<file path="src/rtl/dhg_defines.svh">
// offsets, field positions, reset values for the shared-pin block
// What this block does
// - 24 shared pins in three groups of eight, one owner-select bit per group.
// - host owner with main power bad: whole group tristated as input.
// - host owner with power good: pin direction follows host direction bit.
// - micro owner: pin direction follows micro direction bit, power ignored.
// - output level comes from the selected owner's output register.
// - micro input registers always return live pin states.
// - group zero input pins raise an event on both edges.
// - separate host and micro direction and output register sets.
// - micro selects open-drain or push-pull on sixteen pins.
// - owner-select and buffer type writable only from micro side.
// - activate bit zero gates host window decoding.
// - base from index 0x60 low nibble and index 0x61 byte.
// - window holds direction, input, output per group at offsets 0 to 8.
// - host window access works whatever the owner-select bits say.
`ifndef DHG_DEFINES_SVH
`define DHG_DEFINES_SVH

// ---------------------------------------------------------------
// configuration indexes
// ---------------------------------------------------------------
`define DHG_CFG_ACTIVATE    8'h30
`define DHG_CFG_BASE_HIGH   8'h60
`define DHG_CFG_BASE_LOW    8'h61
`define DHG_ACTIVATE_BIT    0
`define DHG_CFG_RESET       8'h00

// ---------------------------------------------------------------
// host window layout: stride of three per group
// ---------------------------------------------------------------
`define DHG_WIN_STRIDE      4'h3
`define DHG_WIN_DIR         4'h0
`define DHG_WIN_IN          4'h1
`define DHG_WIN_OUT         4'h2
`define DHG_WIN_LAST        4'h8

// ---------------------------------------------------------------
// micro-side register indexes
// ---------------------------------------------------------------
`define DHG_MC_OWNER        4'h0
`define DHG_MC_DIR0         4'h1
`define DHG_MC_OUT0         4'h4
`define DHG_MC_IN0          4'h7
`define DHG_MC_BUF0         4'hA
`define DHG_MC_BUF1         4'hB
`define DHG_REG_RESET       8'h00

`endif

</file>
<file path="src/rtl/dhg_pkg.sv">
// shared types of the shared-pin block
package dhg_pkg;
    typedef logic [7:0]      dhg_byte_t;
    typedef logic [2:0][7:0] dhg_bank_t;
    typedef enum logic { DHG_OWNER_MICRO, DHG_OWNER_HOST } dhg_owner_e;
endpackage

</file>
<file path="src/rtl/dhg_group_if.sv">
// per-group control bundle between top and the resolver
`timescale 1ns/100ps
`default_nettype none
interface dhg_group_if;
    logic               owner_host;
    logic               power_good;
    dhg_pkg::dhg_byte_t host_dir;
    dhg_pkg::dhg_byte_t host_out;
    dhg_pkg::dhg_byte_t mc_dir;
    dhg_pkg::dhg_byte_t mc_out;
    dhg_pkg::dhg_byte_t pin_dir;
    dhg_pkg::dhg_byte_t pin_lvl;

    modport ctrl    (output owner_host, power_good, host_dir, host_out, mc_dir, mc_out,
                     input pin_dir, pin_lvl);
    modport resolve (input owner_host, power_good, host_dir, host_out, mc_dir, mc_out,
                     output pin_dir, pin_lvl);
endinterface
`default_nettype wire

</file>
<file path="src/rtl/dhg_group_resolve.sv">
// direction and level resolution for one group of eight pins
`timescale 1ns/100ps
`default_nettype none
module dhg_group_resolve
(
    // group bundle
    dhg_group_if.resolve grp
);
    // ---------------------------------------------------------------
    // owner and power decide who steers the pins
    // ---------------------------------------------------------------
    always_comb
    begin
        if (grp.owner_host && !grp.power_good)
        begin
            grp.pin_dir = 8'h00;
        end
        else if (grp.owner_host)
        begin
            grp.pin_dir = grp.host_dir;
        end
        else
        begin
            grp.pin_dir = grp.mc_dir;
        end
        grp.pin_lvl = grp.owner_host ? grp.host_out : grp.mc_out;
    end
endmodule
`default_nettype wire

</file>
<file path="src/rtl/dhg_shared_gpio.sv">
// shared host/micro general-purpose pin bank with host window decode
`include "dhg_defines.svh"
`timescale 1ns/100ps
`default_nettype none
module dhg_shared_gpio
(
    // clock and reset
    input  wire logic                 sys_clk,
    input  wire logic                 rst,
    // power state of the main supply, asynchronous
    input  wire logic                 main_power_good,
    // configuration space access, already decoded to this unit
    input  wire logic                 cfg_wr,
    input  wire logic                 cfg_rd,
    input  wire logic [7:0]           cfg_index,
    input  wire logic [7:0]           cfg_wdata,
    output logic      [7:0]           cfg_rdata,
    // host i/o cycles
    input  wire logic                 io_wr,
    input  wire logic                 io_rd,
    input  wire logic [15:0]          io_addr,
    input  wire logic [7:0]           io_wdata,
    output logic      [7:0]           io_rdata,
    output logic                      io_hit,
    // micro register port
    input  wire logic                 mc_wr,
    input  wire logic                 mc_rd,
    input  wire logic [3:0]           mc_addr,
    input  wire logic [7:0]           mc_wdata,
    output logic      [7:0]           mc_rdata,
    // pins
    input  wire logic [23:0]          shared_host_pin_in,
    output logic      [23:0]          shared_host_pin_out,
    output logic      [23:0]          shared_host_pin_oe,
    // edge events of group zero
    output logic      [7:0]           pin_edge_event,
    output logic                      wake_event
);
    // ---------------------------------------------------------------
    // state
    // ---------------------------------------------------------------
    logic               activate_reg,  activate_next;
    logic [3:0]         base_high_reg, base_high_next;
    logic [7:0]         base_low_reg,  base_low_next;
    dhg_pkg::dhg_bank_t host_dir_reg,  host_dir_next;
    dhg_pkg::dhg_bank_t host_out_reg,  host_out_next;
    dhg_pkg::dhg_bank_t mc_dir_reg,    mc_dir_next;
    dhg_pkg::dhg_bank_t mc_out_reg,    mc_out_next;
    logic [2:0]         owner_reg,     owner_next;
    logic [15:0]        buf_od_reg,    buf_od_next;
    logic [23:0]        pin_meta_reg,  pin_sync_reg,  pin_prev_reg;
    logic               pg_meta_reg,   pg_sync_reg;
    // edge warm-up: a one walks up while the sample chain refills after reset
    logic [2:0]         prime_reg,     prime_next;
    logic [7:0]         cfg_rdata_next, io_rdata_next, mc_rdata_next;
    logic               io_hit_next;
    logic [23:0]        pin_out_next,  pin_oe_next;
    logic [7:0]         edge_next;
    logic               wake_next;
    logic               win_hit;
    logic [3:0]         win_off;
    dhg_pkg::dhg_bank_t live_in;
    dhg_pkg::dhg_bank_t res_dir;
    dhg_pkg::dhg_bank_t res_lvl;
    logic [23:0]        od_full;

    dhg_group_if grp_bus [3] ();

    // ---------------------------------------------------------------
    // per-group resolvers
    // ---------------------------------------------------------------
    for (genvar g = 0; g < 3; g++)
    begin : g_grp
        assign grp_bus[g].owner_host = owner_reg[g];
        assign grp_bus[g].power_good = pg_sync_reg;
        assign grp_bus[g].host_dir   = host_dir_reg[g];
        assign grp_bus[g].host_out   = host_out_reg[g];
        assign grp_bus[g].mc_dir     = mc_dir_reg[g];
        assign grp_bus[g].mc_out     = mc_out_reg[g];
        assign res_dir[g]            = grp_bus[g].pin_dir;
        assign res_lvl[g]            = grp_bus[g].pin_lvl;
        assign live_in[g]            = pin_sync_reg[g*8 +: 8];
        dhg_group_resolve u_resolve
        (
            .grp (grp_bus[g])
        );
    end

    // only groups zero and one have a selectable buffer
    assign od_full = {8'h00, buf_od_reg};

    // ---------------------------------------------------------------
    // window decode: a hit needs activation and a base match
    // ---------------------------------------------------------------
    always_comb
    begin
        // base low nibble is kept for readback only; hosts keep it zero
        win_off = io_addr[3:0];
        win_hit = activate_reg && (io_addr[15:12] == 4'h0)
                  && (io_addr[11:8] == base_high_reg)
                  && (io_addr[7:4] == base_low_reg[7:4]);
    end

    // ---------------------------------------------------------------
    // next values for registers, read data, pins and events
    // ---------------------------------------------------------------
    always_comb
    begin
        activate_next  = activate_reg;
        base_high_next = base_high_reg;
        base_low_next  = base_low_reg;
        host_dir_next  = host_dir_reg;
        host_out_next  = host_out_reg;
        mc_dir_next    = mc_dir_reg;
        mc_out_next    = mc_out_reg;
        owner_next     = owner_reg;
        buf_od_next    = buf_od_reg;
        cfg_rdata_next = 8'h00;
        io_rdata_next  = 8'h00;
        mc_rdata_next  = 8'h00;
        io_hit_next    = (io_wr || io_rd) && win_hit;

        // configuration space writes and reads
        if (cfg_wr)
        begin
            unique case (cfg_index)
                `DHG_CFG_ACTIVATE:  activate_next  = cfg_wdata[`DHG_ACTIVATE_BIT];
                `DHG_CFG_BASE_HIGH: base_high_next = cfg_wdata[3:0];
                `DHG_CFG_BASE_LOW:  base_low_next  = cfg_wdata;
                default: ;
            endcase
        end
        if (cfg_rd)
        begin
            unique case (cfg_index)
                `DHG_CFG_ACTIVATE:  cfg_rdata_next = {7'h00, activate_reg};
                `DHG_CFG_BASE_HIGH: cfg_rdata_next = {4'h0, base_high_reg};
                `DHG_CFG_BASE_LOW:  cfg_rdata_next = base_low_reg;
                default:            cfg_rdata_next = 8'h00;
            endcase
        end

        // host window, owner bits play no part here
        for (int g = 0; g < 3; g++)
        begin
            if (win_hit && io_wr && win_off == 4'(g * 3) + `DHG_WIN_DIR)
            begin
                host_dir_next[g] = io_wdata;
            end
            if (win_hit && io_wr && win_off == 4'(g * 3) + `DHG_WIN_OUT)
            begin
                host_out_next[g] = io_wdata;
            end
            if (win_hit && io_rd && win_off == 4'(g * 3) + `DHG_WIN_DIR)
            begin
                io_rdata_next = host_dir_reg[g];
            end
            if (win_hit && io_rd && win_off == 4'(g * 3) + `DHG_WIN_IN)
            begin
                io_rdata_next = live_in[g];
            end
            if (win_hit && io_rd && win_off == 4'(g * 3) + `DHG_WIN_OUT)
            begin
                io_rdata_next = host_out_reg[g];
            end
        end

        // micro side: only path to owner and buffer bits
        for (int g = 0; g < 3; g++)
        begin
            if (mc_wr && mc_addr == `DHG_MC_DIR0 + 4'(g))
            begin
                mc_dir_next[g] = mc_wdata;
            end
            if (mc_wr && mc_addr == `DHG_MC_OUT0 + 4'(g))
            begin
                mc_out_next[g] = mc_wdata;
            end
            if (mc_rd && mc_addr == `DHG_MC_DIR0 + 4'(g))
            begin
                mc_rdata_next = mc_dir_reg[g];
            end
            if (mc_rd && mc_addr == `DHG_MC_OUT0 + 4'(g))
            begin
                mc_rdata_next = mc_out_reg[g];
            end
            if (mc_rd && mc_addr == `DHG_MC_IN0 + 4'(g))
            begin
                mc_rdata_next = live_in[g];
            end
        end
        if (mc_wr && mc_addr == `DHG_MC_OWNER)
        begin
            owner_next = mc_wdata[2:0];
        end
        if (mc_wr && mc_addr == `DHG_MC_BUF0)
        begin
            buf_od_next[7:0] = mc_wdata;
        end
        if (mc_wr && mc_addr == `DHG_MC_BUF1)
        begin
            buf_od_next[15:8] = mc_wdata;
        end
        if (mc_rd && mc_addr == `DHG_MC_OWNER)
        begin
            mc_rdata_next = {5'h00, owner_reg};
        end
        if (mc_rd && mc_addr == `DHG_MC_BUF0)
        begin
            mc_rdata_next = buf_od_reg[7:0];
        end
        if (mc_rd && mc_addr == `DHG_MC_BUF1)
        begin
            mc_rdata_next = buf_od_reg[15:8];
        end

        // open drain drives only low, releases for high
        pin_oe_next  = res_dir & ~(od_full & res_lvl);
        pin_out_next = res_lvl & ~od_full;

        // edge compare waits until the prior-sample flop holds a real level;
        // it resets low, so a pin idling high would fake an edge after reset
        prime_next = {prime_reg[1:0], 1'b1};

        // both edges on group zero inputs; a host group in power fail counts as input
        edge_next = (pin_sync_reg[7:0] ^ pin_prev_reg[7:0]) & ~res_dir[0]
                    & {8{prime_reg[2]}};
        wake_next = |edge_next;
    end

    // ---------------------------------------------------------------
    // register file, read data, pins and events
    // ---------------------------------------------------------------
    always_ff @(posedge sys_clk or posedge rst)
    begin
        if (rst)
        begin
            activate_reg        <= 1'b0;
            base_high_reg       <= 4'h0;
            base_low_reg        <= `DHG_CFG_RESET;
            host_dir_reg        <= '0;
            host_out_reg        <= '0;
            mc_dir_reg          <= '0;
            mc_out_reg          <= '0;
            owner_reg           <= 3'h0;
            buf_od_reg          <= 16'h0000;
            cfg_rdata           <= `DHG_REG_RESET;
            io_rdata            <= `DHG_REG_RESET;
            mc_rdata            <= `DHG_REG_RESET;
            io_hit              <= 1'b0;
            shared_host_pin_out <= 24'h000000;
            shared_host_pin_oe  <= 24'h000000;
            pin_edge_event      <= 8'h00;
            wake_event          <= 1'b0;
        end
        else
        begin
            activate_reg        <= activate_next;
            base_high_reg       <= base_high_next;
            base_low_reg        <= base_low_next;
            host_dir_reg        <= host_dir_next;
            host_out_reg        <= host_out_next;
            mc_dir_reg          <= mc_dir_next;
            mc_out_reg          <= mc_out_next;
            owner_reg           <= owner_next;
            buf_od_reg          <= buf_od_next;
            cfg_rdata           <= cfg_rdata_next;
            io_rdata            <= io_rdata_next;
            mc_rdata            <= mc_rdata_next;
            io_hit              <= io_hit_next;
            shared_host_pin_out <= pin_out_next;
            shared_host_pin_oe  <= pin_oe_next;
            pin_edge_event      <= edge_next;
            wake_event          <= wake_next;
        end
    end

    // ---------------------------------------------------------------
    // input synchronisers and edge warm-up
    // ---------------------------------------------------------------
    // only the second flop is read; the first may still be settling
    always_ff @(posedge sys_clk or posedge rst)
    begin
        if (rst)
        begin
            pin_meta_reg <= 24'h000000;
            pin_sync_reg <= 24'h000000;
            pin_prev_reg <= 24'h000000;
            pg_meta_reg  <= 1'b0;
            pg_sync_reg  <= 1'b0;
            prime_reg    <= 3'h0;
        end
        else
        begin
            pin_meta_reg <= shared_host_pin_in;
            pin_sync_reg <= pin_meta_reg;
            pin_prev_reg <= pin_sync_reg;
            pg_meta_reg  <= main_power_good;
            pg_sync_reg  <= pg_meta_reg;
            prime_reg    <= prime_next;
        end
    end
endmodule
`default_nettype wire

</file>
<file path="config.mk">
export PLATFORM = sky130hd
export DESIGN_NAME = dhg_shared_gpio
export DESIGN_NICKNAME = d
export VERILOG_FILES = /design/src/rtl/dhg_pkg.sv /design/src/rtl/dhg_group_if.sv /design/src/rtl/dhg_group_resolve.sv /design/src/rtl/dhg_shared_gpio.sv
export VERILOG_INCLUDE_DIRS = /design/src /design/src/rtl
export SDC_FILE = /design/constraint.sdc
export NUM_CORES = 1
export LEC_CHECK = 0
export ABC_AREA = 1
export BUFFER_PORTS_ARGS = -buffer_cell sky130_fd_sc_hd__clkbuf_2
export CAP_MARGIN = 20
export CORE_MARGIN = 3
export CORE_UTILIZATION = 40
export DETAILED_ROUTE_END_ITERATION = 10
export GPL_ROUTABILITY_DRIVEN = 0
export SETUP_SLACK_MARGIN = 0.5
export SLEW_MARGIN = 5
export SYNTH_ARGS = -nofsm -noshare
export SYNTH_HDL_FRONTEND = slang
export SYNTH_SLANG_ARGS = --single-unit
</file>
<file path="constraint.sdc">
create_clock -name sys_clk -period 7.1 [get_ports sys_clk]
set_clock_uncertainty 0.05 [all_clocks]
set_input_delay 0 -clock sys_clk [delete_from_list [all_inputs] [get_ports sys_clk]]
set_output_delay 0 -clock sys_clk [all_outputs]
set_load 0.02 [all_outputs]
</file>
Word level (Yosys, flattened, before mapping)
Cells that the tools add are included.

Eq/ne operators: 24. Mux-type cells: 32. Bitwise logic cells: 9. Reductions and logical operators: 54.

Operator list (number): $mux 8 (31); $and 24x24->24 (2); $logic_and 1x1->1 (45); $eq 4x3->1 const B (8); $and 16x24->24 (1); $not 16->24 (1); $not 24->24 (1); $pmux 8 s3 (1); $eq 4x4->1 const B (5); $and 8x8->8 (2); $eq 4x2->1 const B (4); $eq 8x7->1 const B (2); $logic_not 4->1 (3); $eq 4x1->1 const B (2); $eq 4x4->1 (2); $eq 8x6->1 const B (1); $not 8->8 (1); $reduce_or 8->1 (1); $xor 8x8->8 (1); $reduce_and 2->1 (3); $logic_not 1->1 (1); $logic_or 1x1->1 (1).

Bits in registers: 271. Input port bits: 85. Output and inout port bits: 82. Logic and storage cells: 151.

Logic depth before layout (Yosys ltp)
Gate-level depths: netlist of the first run.

Depth in word-level cells: 15. Depth in mapped cells: 18. Depth with buffers taken out: 18.

Cells and area by module
From an unflattened synthesis of the first run, not the netlist that was laid out.

Cell total of the unflattened synthesis: 1296. Area, all modules: 11384.7 um^2.

Modules (own cells, without submodules): dhg_shared_gpio (times used 1, cells each 1137, area each 10671.5 um^2, sequential area each 6781.5 um^2); dhg_group_resolve (times used 3, cells each 53, area each 237.7 um^2, sequential area each 0.0 um^2).

Worst setup path after synthesis of the first run
No wires, ideal clock.

Path type: reg2reg. Start point: register base_high_reg[2]. End point: register io_rdata[6]. Library setup time: 0.117 ns. Data arrival time: 1.834 ns. Required time: 6.933 ns. Slack: 5.100 ns. Cell stages (with the launch flop): 17. Buffers on the path: 1. Path through: dfrtp_1 -> nor2_1 -> nor2_1 -> nor2_1 -> nand3_2 -> nor3_4 -> nand2_2 -> nor2_2 -> inv_2 -> buf_6 -> or2_0 -> nand2_1 -> nand2_1 -> nand2_1 -> nand2_1 -> nand2_1 -> nand2_1.

Word-level cells in the longest chain between the ends: 14. Elaborated cells on any way between the ends: 22. Those cells by class: eq/ne: 1; mux: 9; reduce/logical: 12.

Ends and longest elaborated chain: from (decl) (line dhg_shared_gpio.sv:43) `logic [3:0] base_high_reg, base_high_next;`; from (signal assigned) (line dhg_shared_gpio.sv:259) `base_high_reg <= base_high_next;`; $eq 4x4->1 (*) (line dhg_shared_gpio.sv:100) `&& (io_addr[11:8] == base_high_reg)`; $logic_and 1x1->1 (*) (line dhg_shared_gpio.sv:100); $logic_and 1x1->1 (*) (line dhg_shared_gpio.sv:101) `&& (io_addr[7:4] == base_low_reg[7:4]);`; $logic_and 1x1->1 (*) (line dhg_shared_gpio.sv:154, dhg_shared_gpio.sv:158, dhg_shared_gpio.sv:162); $logic_and 1x1->1 (no line); $mux 8 (line dhg_shared_gpio.sv:154) `` if (win_hit && io_rd && win_off == 4'(g * 3) + `DHG_WIN_DIR) ``; $mux 8 (line dhg_shared_gpio.sv:158) `` if (win_hit && io_rd && win_off == 4'(g * 3) + `DHG_WIN_IN) ``; $mux 8 (line dhg_shared_gpio.sv:162) `` if (win_hit && io_rd && win_off == 4'(g * 3) + `DHG_WIN_OUT) ``; $mux 8 (line dhg_shared_gpio.sv:154); $mux 8 (line dhg_shared_gpio.sv:158); $mux 8 (line dhg_shared_gpio.sv:162); $mux 8 (line dhg_shared_gpio.sv:154); $mux 8 (line dhg_shared_gpio.sv:158); $mux 8 (*) (line dhg_shared_gpio.sv:162); via io_rdata_next[6] (line dhg_shared_gpio.sv:55) `logic [7:0] cfg_rdata_next, io_rdata_next, mc_rdata_next;`; to (signal assigned) (line dhg_shared_gpio.sv:248) `` io_rdata <= `DHG_REG_RESET; ``; to (signal assigned) (line dhg_shared_gpio.sv:268) `io_rdata <= io_rdata_next;`; to (decl) (line dhg_shared_gpio.sv:23) `output logic [7:0] io_rdata,`.

Mark *: on every way through the listed nets, which the timed path passes. The rest lies on a longest branch. A chain may end at the register's enable or synchronous reset.

Worst setup path in the final report of the first run
Start point: register base_high_reg[3]. End point: register io_rdata[7].

Same word-level chain as after synthesis.

==> results of run 1 <==
[routing by layer]
layer  global-route usage  up-vias
met2                0.334      363
met4               0.0623        2
met5                    0        -
met3               0.0361       65
met1                0.326     4498
li1                     -     4579
[worst max-delay path, cell delays in order (launching register included)]
cell	delay, ns
dfrtp_1	0.41
nand2_1	0.10
nand2_1	0.06
nor2_1	0.14
nand3_2	0.12
nor3_4	0.55
nand2_2	0.35
nor2_2	0.18
inv_2	0.12
or2_2	0.29
nand2_1	0.07
nand2_1	0.04
nand2_1	0.06
nand2_1	0.05
nand2_1	0.05
nand2_1	0.05
[power breakdown]
group          switching, mW  internal, mW  total (mW)
combinational          0.380         0.187       0.567
clock                  0.622          1.03        1.65
sequential             0.123          1.72        1.85
total                   1.13          2.94        4.07
[worst max-delay path by stage]
stage                     cells past startpoint                  endpoint                    startpoint
after floorplan                               1  activate_reg$_DFFE_PP0P_                           rst
after global placement                       15     io_rdata[2]$_DFF_PP0_  base_high_reg[2]$_DFFE_PP0P_
after detailed placement                     15     io_rdata[2]$_DFF_PP0_  base_high_reg[3]$_DFFE_PP0P_
after CTS                                    15     io_rdata[7]$_DFF_PP0_  base_high_reg[3]$_DFFE_PP0P_
after global routing                         10     io_rdata[3]$_DFF_PP0_  base_high_reg[3]$_DFFE_PP0P_
final                                        15     io_rdata[7]$_DFF_PP0_  base_high_reg[3]$_DFFE_PP0P_
[placed cells by master (no fill, tap or decap), drive strengths merged, types with 5 or more instances in the layout]
cell type | netlist | final
inv | 148 | 148
mux2i | 8 | 8
clkbuf | 34 | 205
nand3 | 31 | 31
o2111ai | 10 | 10
nor2 | 96 | 96
o21ai | 184 | 184
dfrtp | 271 | 271
bufinv | 0 | 6
or2 | 8 | 8
o22ai | 14 | 14
a21oi | 37 | 37
a211oi | 11 | 11
dlygate4sd3 | 0 | 71
nand4 | 36 | 36
nor3 | 13 | 13
nand2 | 340 | 340
clkinv | 1 | 5
[cells by family (layout without fill, tap and decap cells)]
family | after synthesis | count (layout)
and+or+nand+nor | 529 | 529
other | 1 | 2
DFF | 271 | 271
buffers and inverters | 189 | 442
muxes | 8 | 8
AOI/OAI and AO/OA | 265 | 265
[stage by stage]
step | power (mW) | util | hold slack [ns]
global route | 4.25 | 0.519 | 0.0393
floorplan | 2.17 | - | -0.0186
detailed placement | 2.41 | 0.454 | 0.0597
global placement | 2.40 | 0.454 | 0.0589
CTS | 4.10 | 0.519 | 0.0181
finish | 4.07 | 0.519 | 0.0507
[area by class of cell]
| class | instances | area share |
|---|---|---|
| clock buffers | 39 | 0.0580 |
| repair buffers | 240 | 0.111 |
| inverters | 149 | 0.0397 |
| clock inverters | 14 | 0.0168 |
| diodes | 1 | 0.000176 |
| flip-flops and latches | 271 | 0.478 |
| multi-input cells | 803 | 0.264 |
| well taps | 372 | 0.0328 |
[what timing repair did]
item	4_1_cts	5_1_grt
endpoints found under the hold margin	365	0
hold buffers	71	0
endpoints found under the setup margin	0	0
==> results.yml, run 1 <==
run_status:
  status: "finished, final reports clean"
logic_synthesis:
  netlist_area_um2: 11300
  yosys.area_share.xor_xnor: 0
  yosysMostFrequentCell: "nand2_1"
  yosysWarnings: 0
  yosysUniqueCellTypes: 35
  synth_compound_area_frac: 0.128
  synthMuxAreaShare: 0.00712
  synth_top_area_frac: 0.603
  async_flop_share: 1.00
  synthSimpleGateAreaFrac: 0.198
  syn_nets: 1348
  synth-seq-cells: 271
  yosysSeqAreaShare: 0.603
  synthTopCellsByCount: "nand2_1, dfrtp_1, o21ai_0"
  synth_edf_count: 0
  synth_top_family_by_area: "simple AND/OR/NAND/NOR gates"
  ys_top_cells_by_area: "dfrtp_1, nand2_1, o21ai_0"
  synth_area_per_cell_um2: 8.91
  syn_inst: 1263
  yosysTopAreaCell: "dfrtp_1"
  synth_flop_cell: "dfrtp_1"
  synthAdderAreaFrac: 0
sta:
  tns_ns: 0
  fin_crit_ns: 2.81
  period_share: 0.396
  setup_viol: 0
  rsz0062_at_grt: "no"
  finalMaxSlewViolations: 0
  tightest_slew_ns: 1.09
  timing.final.ws_setup_ns: 4.29
  fmax_mhz: 356
  finalHoldViolCount: 0
  slew_headroom: 0.272
cts:
  cts_made_buffers: 29
  htree_levels: 1
  clock-root-buffer: "clkbuf_16"
  clk_latency_ns: 0.54
  path_clk_slew_ns: 0.06
  cts_resized: 0
  clockBufferDepth: 3
  cts.sinks: 271
  cts_tree: "yes"
  cts_setup_buffers: 0
routing:
  vias: 9507
  routedWlPerCell_um: 17.7
  drtAntennaViolNets: 0
  routed_via_density: 5.03
  met3_length_um: 2520
  drt_iter0_markers: 1006
  drc: 0
  drt_first_pass_iters: 5
  wl_met1_um: 15200
  dr_wl_met2_um: 14900
  routed.top_layer: "met5"
  wl_um: 33500
final_layout:
  final_cells: 1889
  drive_gt1_frac: 0.162
  final_area_um2: 14200
  seqCellArea_um2: 6780
  fillers: 2589
  syn2layout_area_growth_pct: 26.1
  nets: 1579
  multi_input_area_um2: 3740
worst_setup_path:
  arrival_ns: 3.19
  crit_type: "flip-flop to flip-flop"
  path_max_fanout: 18
  cp.required_ns: 7.48
  r2r_slack_ns: 4.29
  r2r-end: "io_rdata[7]$_DFF_PP0_"
  rr_startpoint: "base_high_reg[3]$_DFFE_PP0P_"
  reg2regPathDepth: 15
  start_kind: "flip-flop"
  worst_setup_path_end_kind: "flip-flop"
die:
  fp.dieH_um: 174
  placementRows: 60
  core_um2: 27300
  io_pins: 167
  initial_core_util: 0.412
  die_x_um: 174
  dieArea_um2: 30200
global_routing:
  grt_pass1_vias: 9083
  antenna_found_initial: 1
  grt_first_pass_wirelength_um: 52200
  grt.total_usage: 0.220
  grt_max_degree: 199
  grt_overflow_total: 0
hold_path:
  min_path_type: "input pin to flip-flop"
  min_to: "pin_meta_reg[20]$_DFF_PP0_"
  min_from: "shared_host_pin_in[20]"
  whs_path_depth: 2
place:
  io_buffer_count: 166
  place_area_um2: 12400
  dp_hpwl_um: 24300
  dp_slack_ns: 4.34
  dp_cells: 1764
power:
  vdd_drop_max_uv: 181
  p_leak_nw: 7.03
  p_per_area_nw_per_um2: 287
flow_run:
  drv_cap: 0
(Power assumes the default switching activity.)
==> run 2, diff against run 1 <==
clock period = 2.53 ns   (was 7.1 ns; I/O delays follow)
==> results.yml, run 2 (same netlist as run 1, synthesis figures left out) <==
routing:
  wl_um: 34400
  drt_first_pass_iters: 5
  drc: 0
  drtAntennaViolNets: 0
  vias: 9776
  routed_via_density: 5.08
  drt_iter0_markers: 1001
  routedWlPerCell_um: 17.9
sta:
  tns_ns: 0
  period_share: 0.872
  finalHoldViolCount: 0
  slew_headroom: 0.401
  fmax_mhz: 453
  rsz0062_at_grt: "yes"
  finalMaxSlewViolations: 0
  timing.final.ws_setup_ns: 0.324
  tightest_slew_ns: 0.895
  setup_viol: 0
  fin_crit_ns: 2.21
flow_run:
  drv_cap: 0
worst_setup_path:
  path_max_fanout: 9
  path_cells: "inv_2, nand2_1, nand2_1, nor2_2, nand3_2, nor3_4, buf_4, nand2_2, nor2_4, inv_4, or2_2, nand2_1, nand2_1, nand2_1, nand2_1, nand2_1, nand2_1"
  crit_type: "flip-flop to flip-flop"
  cpPeakStageDelay_ns: 0.36
  worst_setup_path_end_kind: "flip-flop"
  slowest_stage: "dfrtp_1"
  critPathTopFamily: "simple AND/OR/NAND/NOR gates"
  crit_top_cell: "nand2_1"
  crit_buf_inv: 3
  start_kind: "flip-flop"
  r2r_slack_ns: 0.32
  cp.required_ns: 2.92
  arrival_ns: 2.60
cts:
  path_clk_slew_ns: 0.06
  htree_levels: 1
  clk_latency_ns: 0.55
  clock-root-buffer: "clkbuf_16"
  cts_made_buffers: 28
  clockBufferDepth: 3
  cts_tree: "yes"
  cts.sinks: 271
global_routing:
  grt_first_pass_wirelength_um: 53600
  grt_max_degree: 84
  grt.total_usage: 0.226
  met3_usage: 0.0313
  grt_util_met1: 0.332
  grt-busiest-layer: "met2"
  use_met2: 0.353
  grt_pass1_vias: 9520
  antenna_found_initial: 0
  grt_overflow_total: 0
run_status:
  status: "finished, final reports clean"
die:
  initial_core_util: 0.412
  core_um2: 27300
  dieArea_um2: 30200
  fp.dieH_um: 174
  die_x_um: 174
  placementRows: 60
  io_pins: 167
power:
  fin_total_pwr_mw: 11.3
  vdd_drop_max_uv: 467
  p_per_area_nw_per_um2: 777
  p_leak_nw: 7.25
final_layout:
  layout_commonest_cell: "nand2_1"
  antenna_cells: 0
  drive_gt1_frac: 0.191
  layout_common_cells: "nand2_1, dfrtp_1, o21ai_0"
  fillers: 2588
  nets: 1621
  syn2layout_area_growth_pct: 29.5
place:
  dp_hpwl_um: 25100
  io_buffer_count: 166
  dp_slack_ns: 0.348
hold_path:
  min_path_type: "input pin to flip-flop"
[run 2: what timing repair did]
action	in CTS	in global routing
cloned	1	1
setup buffers	10	6
setup endpoints to repair	24	35
pin swaps	8	9
hold buffers	71	0
resized for setup	7	15
hold endpoints to repair	440	0
[run 2: final cells by class]
class                   instances  area, µm²  share of cell area
clock buffers                  34        753              0.0517
clock inverters                13        254              0.0174
inverters                     149        566              0.0388
multi-input cells             804       3790               0.260
flip-flops and latches        271       6780               0.465
well taps                     372        465              0.0319
repair buffers                282       1960               0.135
[run 2: final timing paths]
path / start / to / depth (start not counted)
worst min register to register: pin_meta_reg[20]$_DFF_PP0_ / live_in[20]$_DFF_PP0_ / 0
worst max-delay path: base_low_reg[5]$_DFFE_PP0P_ / io_rdata[4]$_DFF_PP0_ / 17
worst max register to register: base_low_reg[5]$_DFFE_PP0P_ / io_rdata[4]$_DFF_PP0_ / 17
max in group asynchronous: rst / io_hit$_DFF_PP0_ / 4
worst min-delay path: mc_addr[1] / buf_od_reg[15]$_DFFE_PP0P_ / 5
min in group asynchronous: rst / shared_host_pin_oe[0]$_DFF_PP0_ / 3
[run 2: per-layer routing]
metal,up-vias,routed length (µm),share of wire
li1,4660,-,-
met5,-,0,0
met2,442,15600,0.45
met1,4619,15200,0.44
met4,0,804,0.023
met3,55,2870,0.083
[run 2: per-stage QoR]
| step | utilization | instance area, µm² | hold slack, ns | cells |
|---|---|---|---|---|
| finish | 0.533 | 14600 | 0.0242 | 1925 |
| CTS | 0.529 | 14500 | 0.00423 | 1918 |
| detailed placement | 0.462 | 12600 | 0.0363 | 1789 |
| global placement | 0.462 | 12600 | 0.0458 | 1789 |
| floorplan | - | 11300 | -0.0186 | 1263 |
| global route | 0.533 | 14600 | 0.0288 | 1925 |
[run 2: worst min-delay path, stage by stage]
cell      delay (ns)
clkbuf_2        0.12
nand2_1         0.09
nor2_1          0.20
nand2_1         0.10
o21ai_0         0.07
[run 2: power breakdown]
part	switching [mW]	total, mW	internal [mW]
Sequential	0.314	5.16	4.84
Combinational	1.12	1.68	0.559
Clock	1.68	4.49	2.81
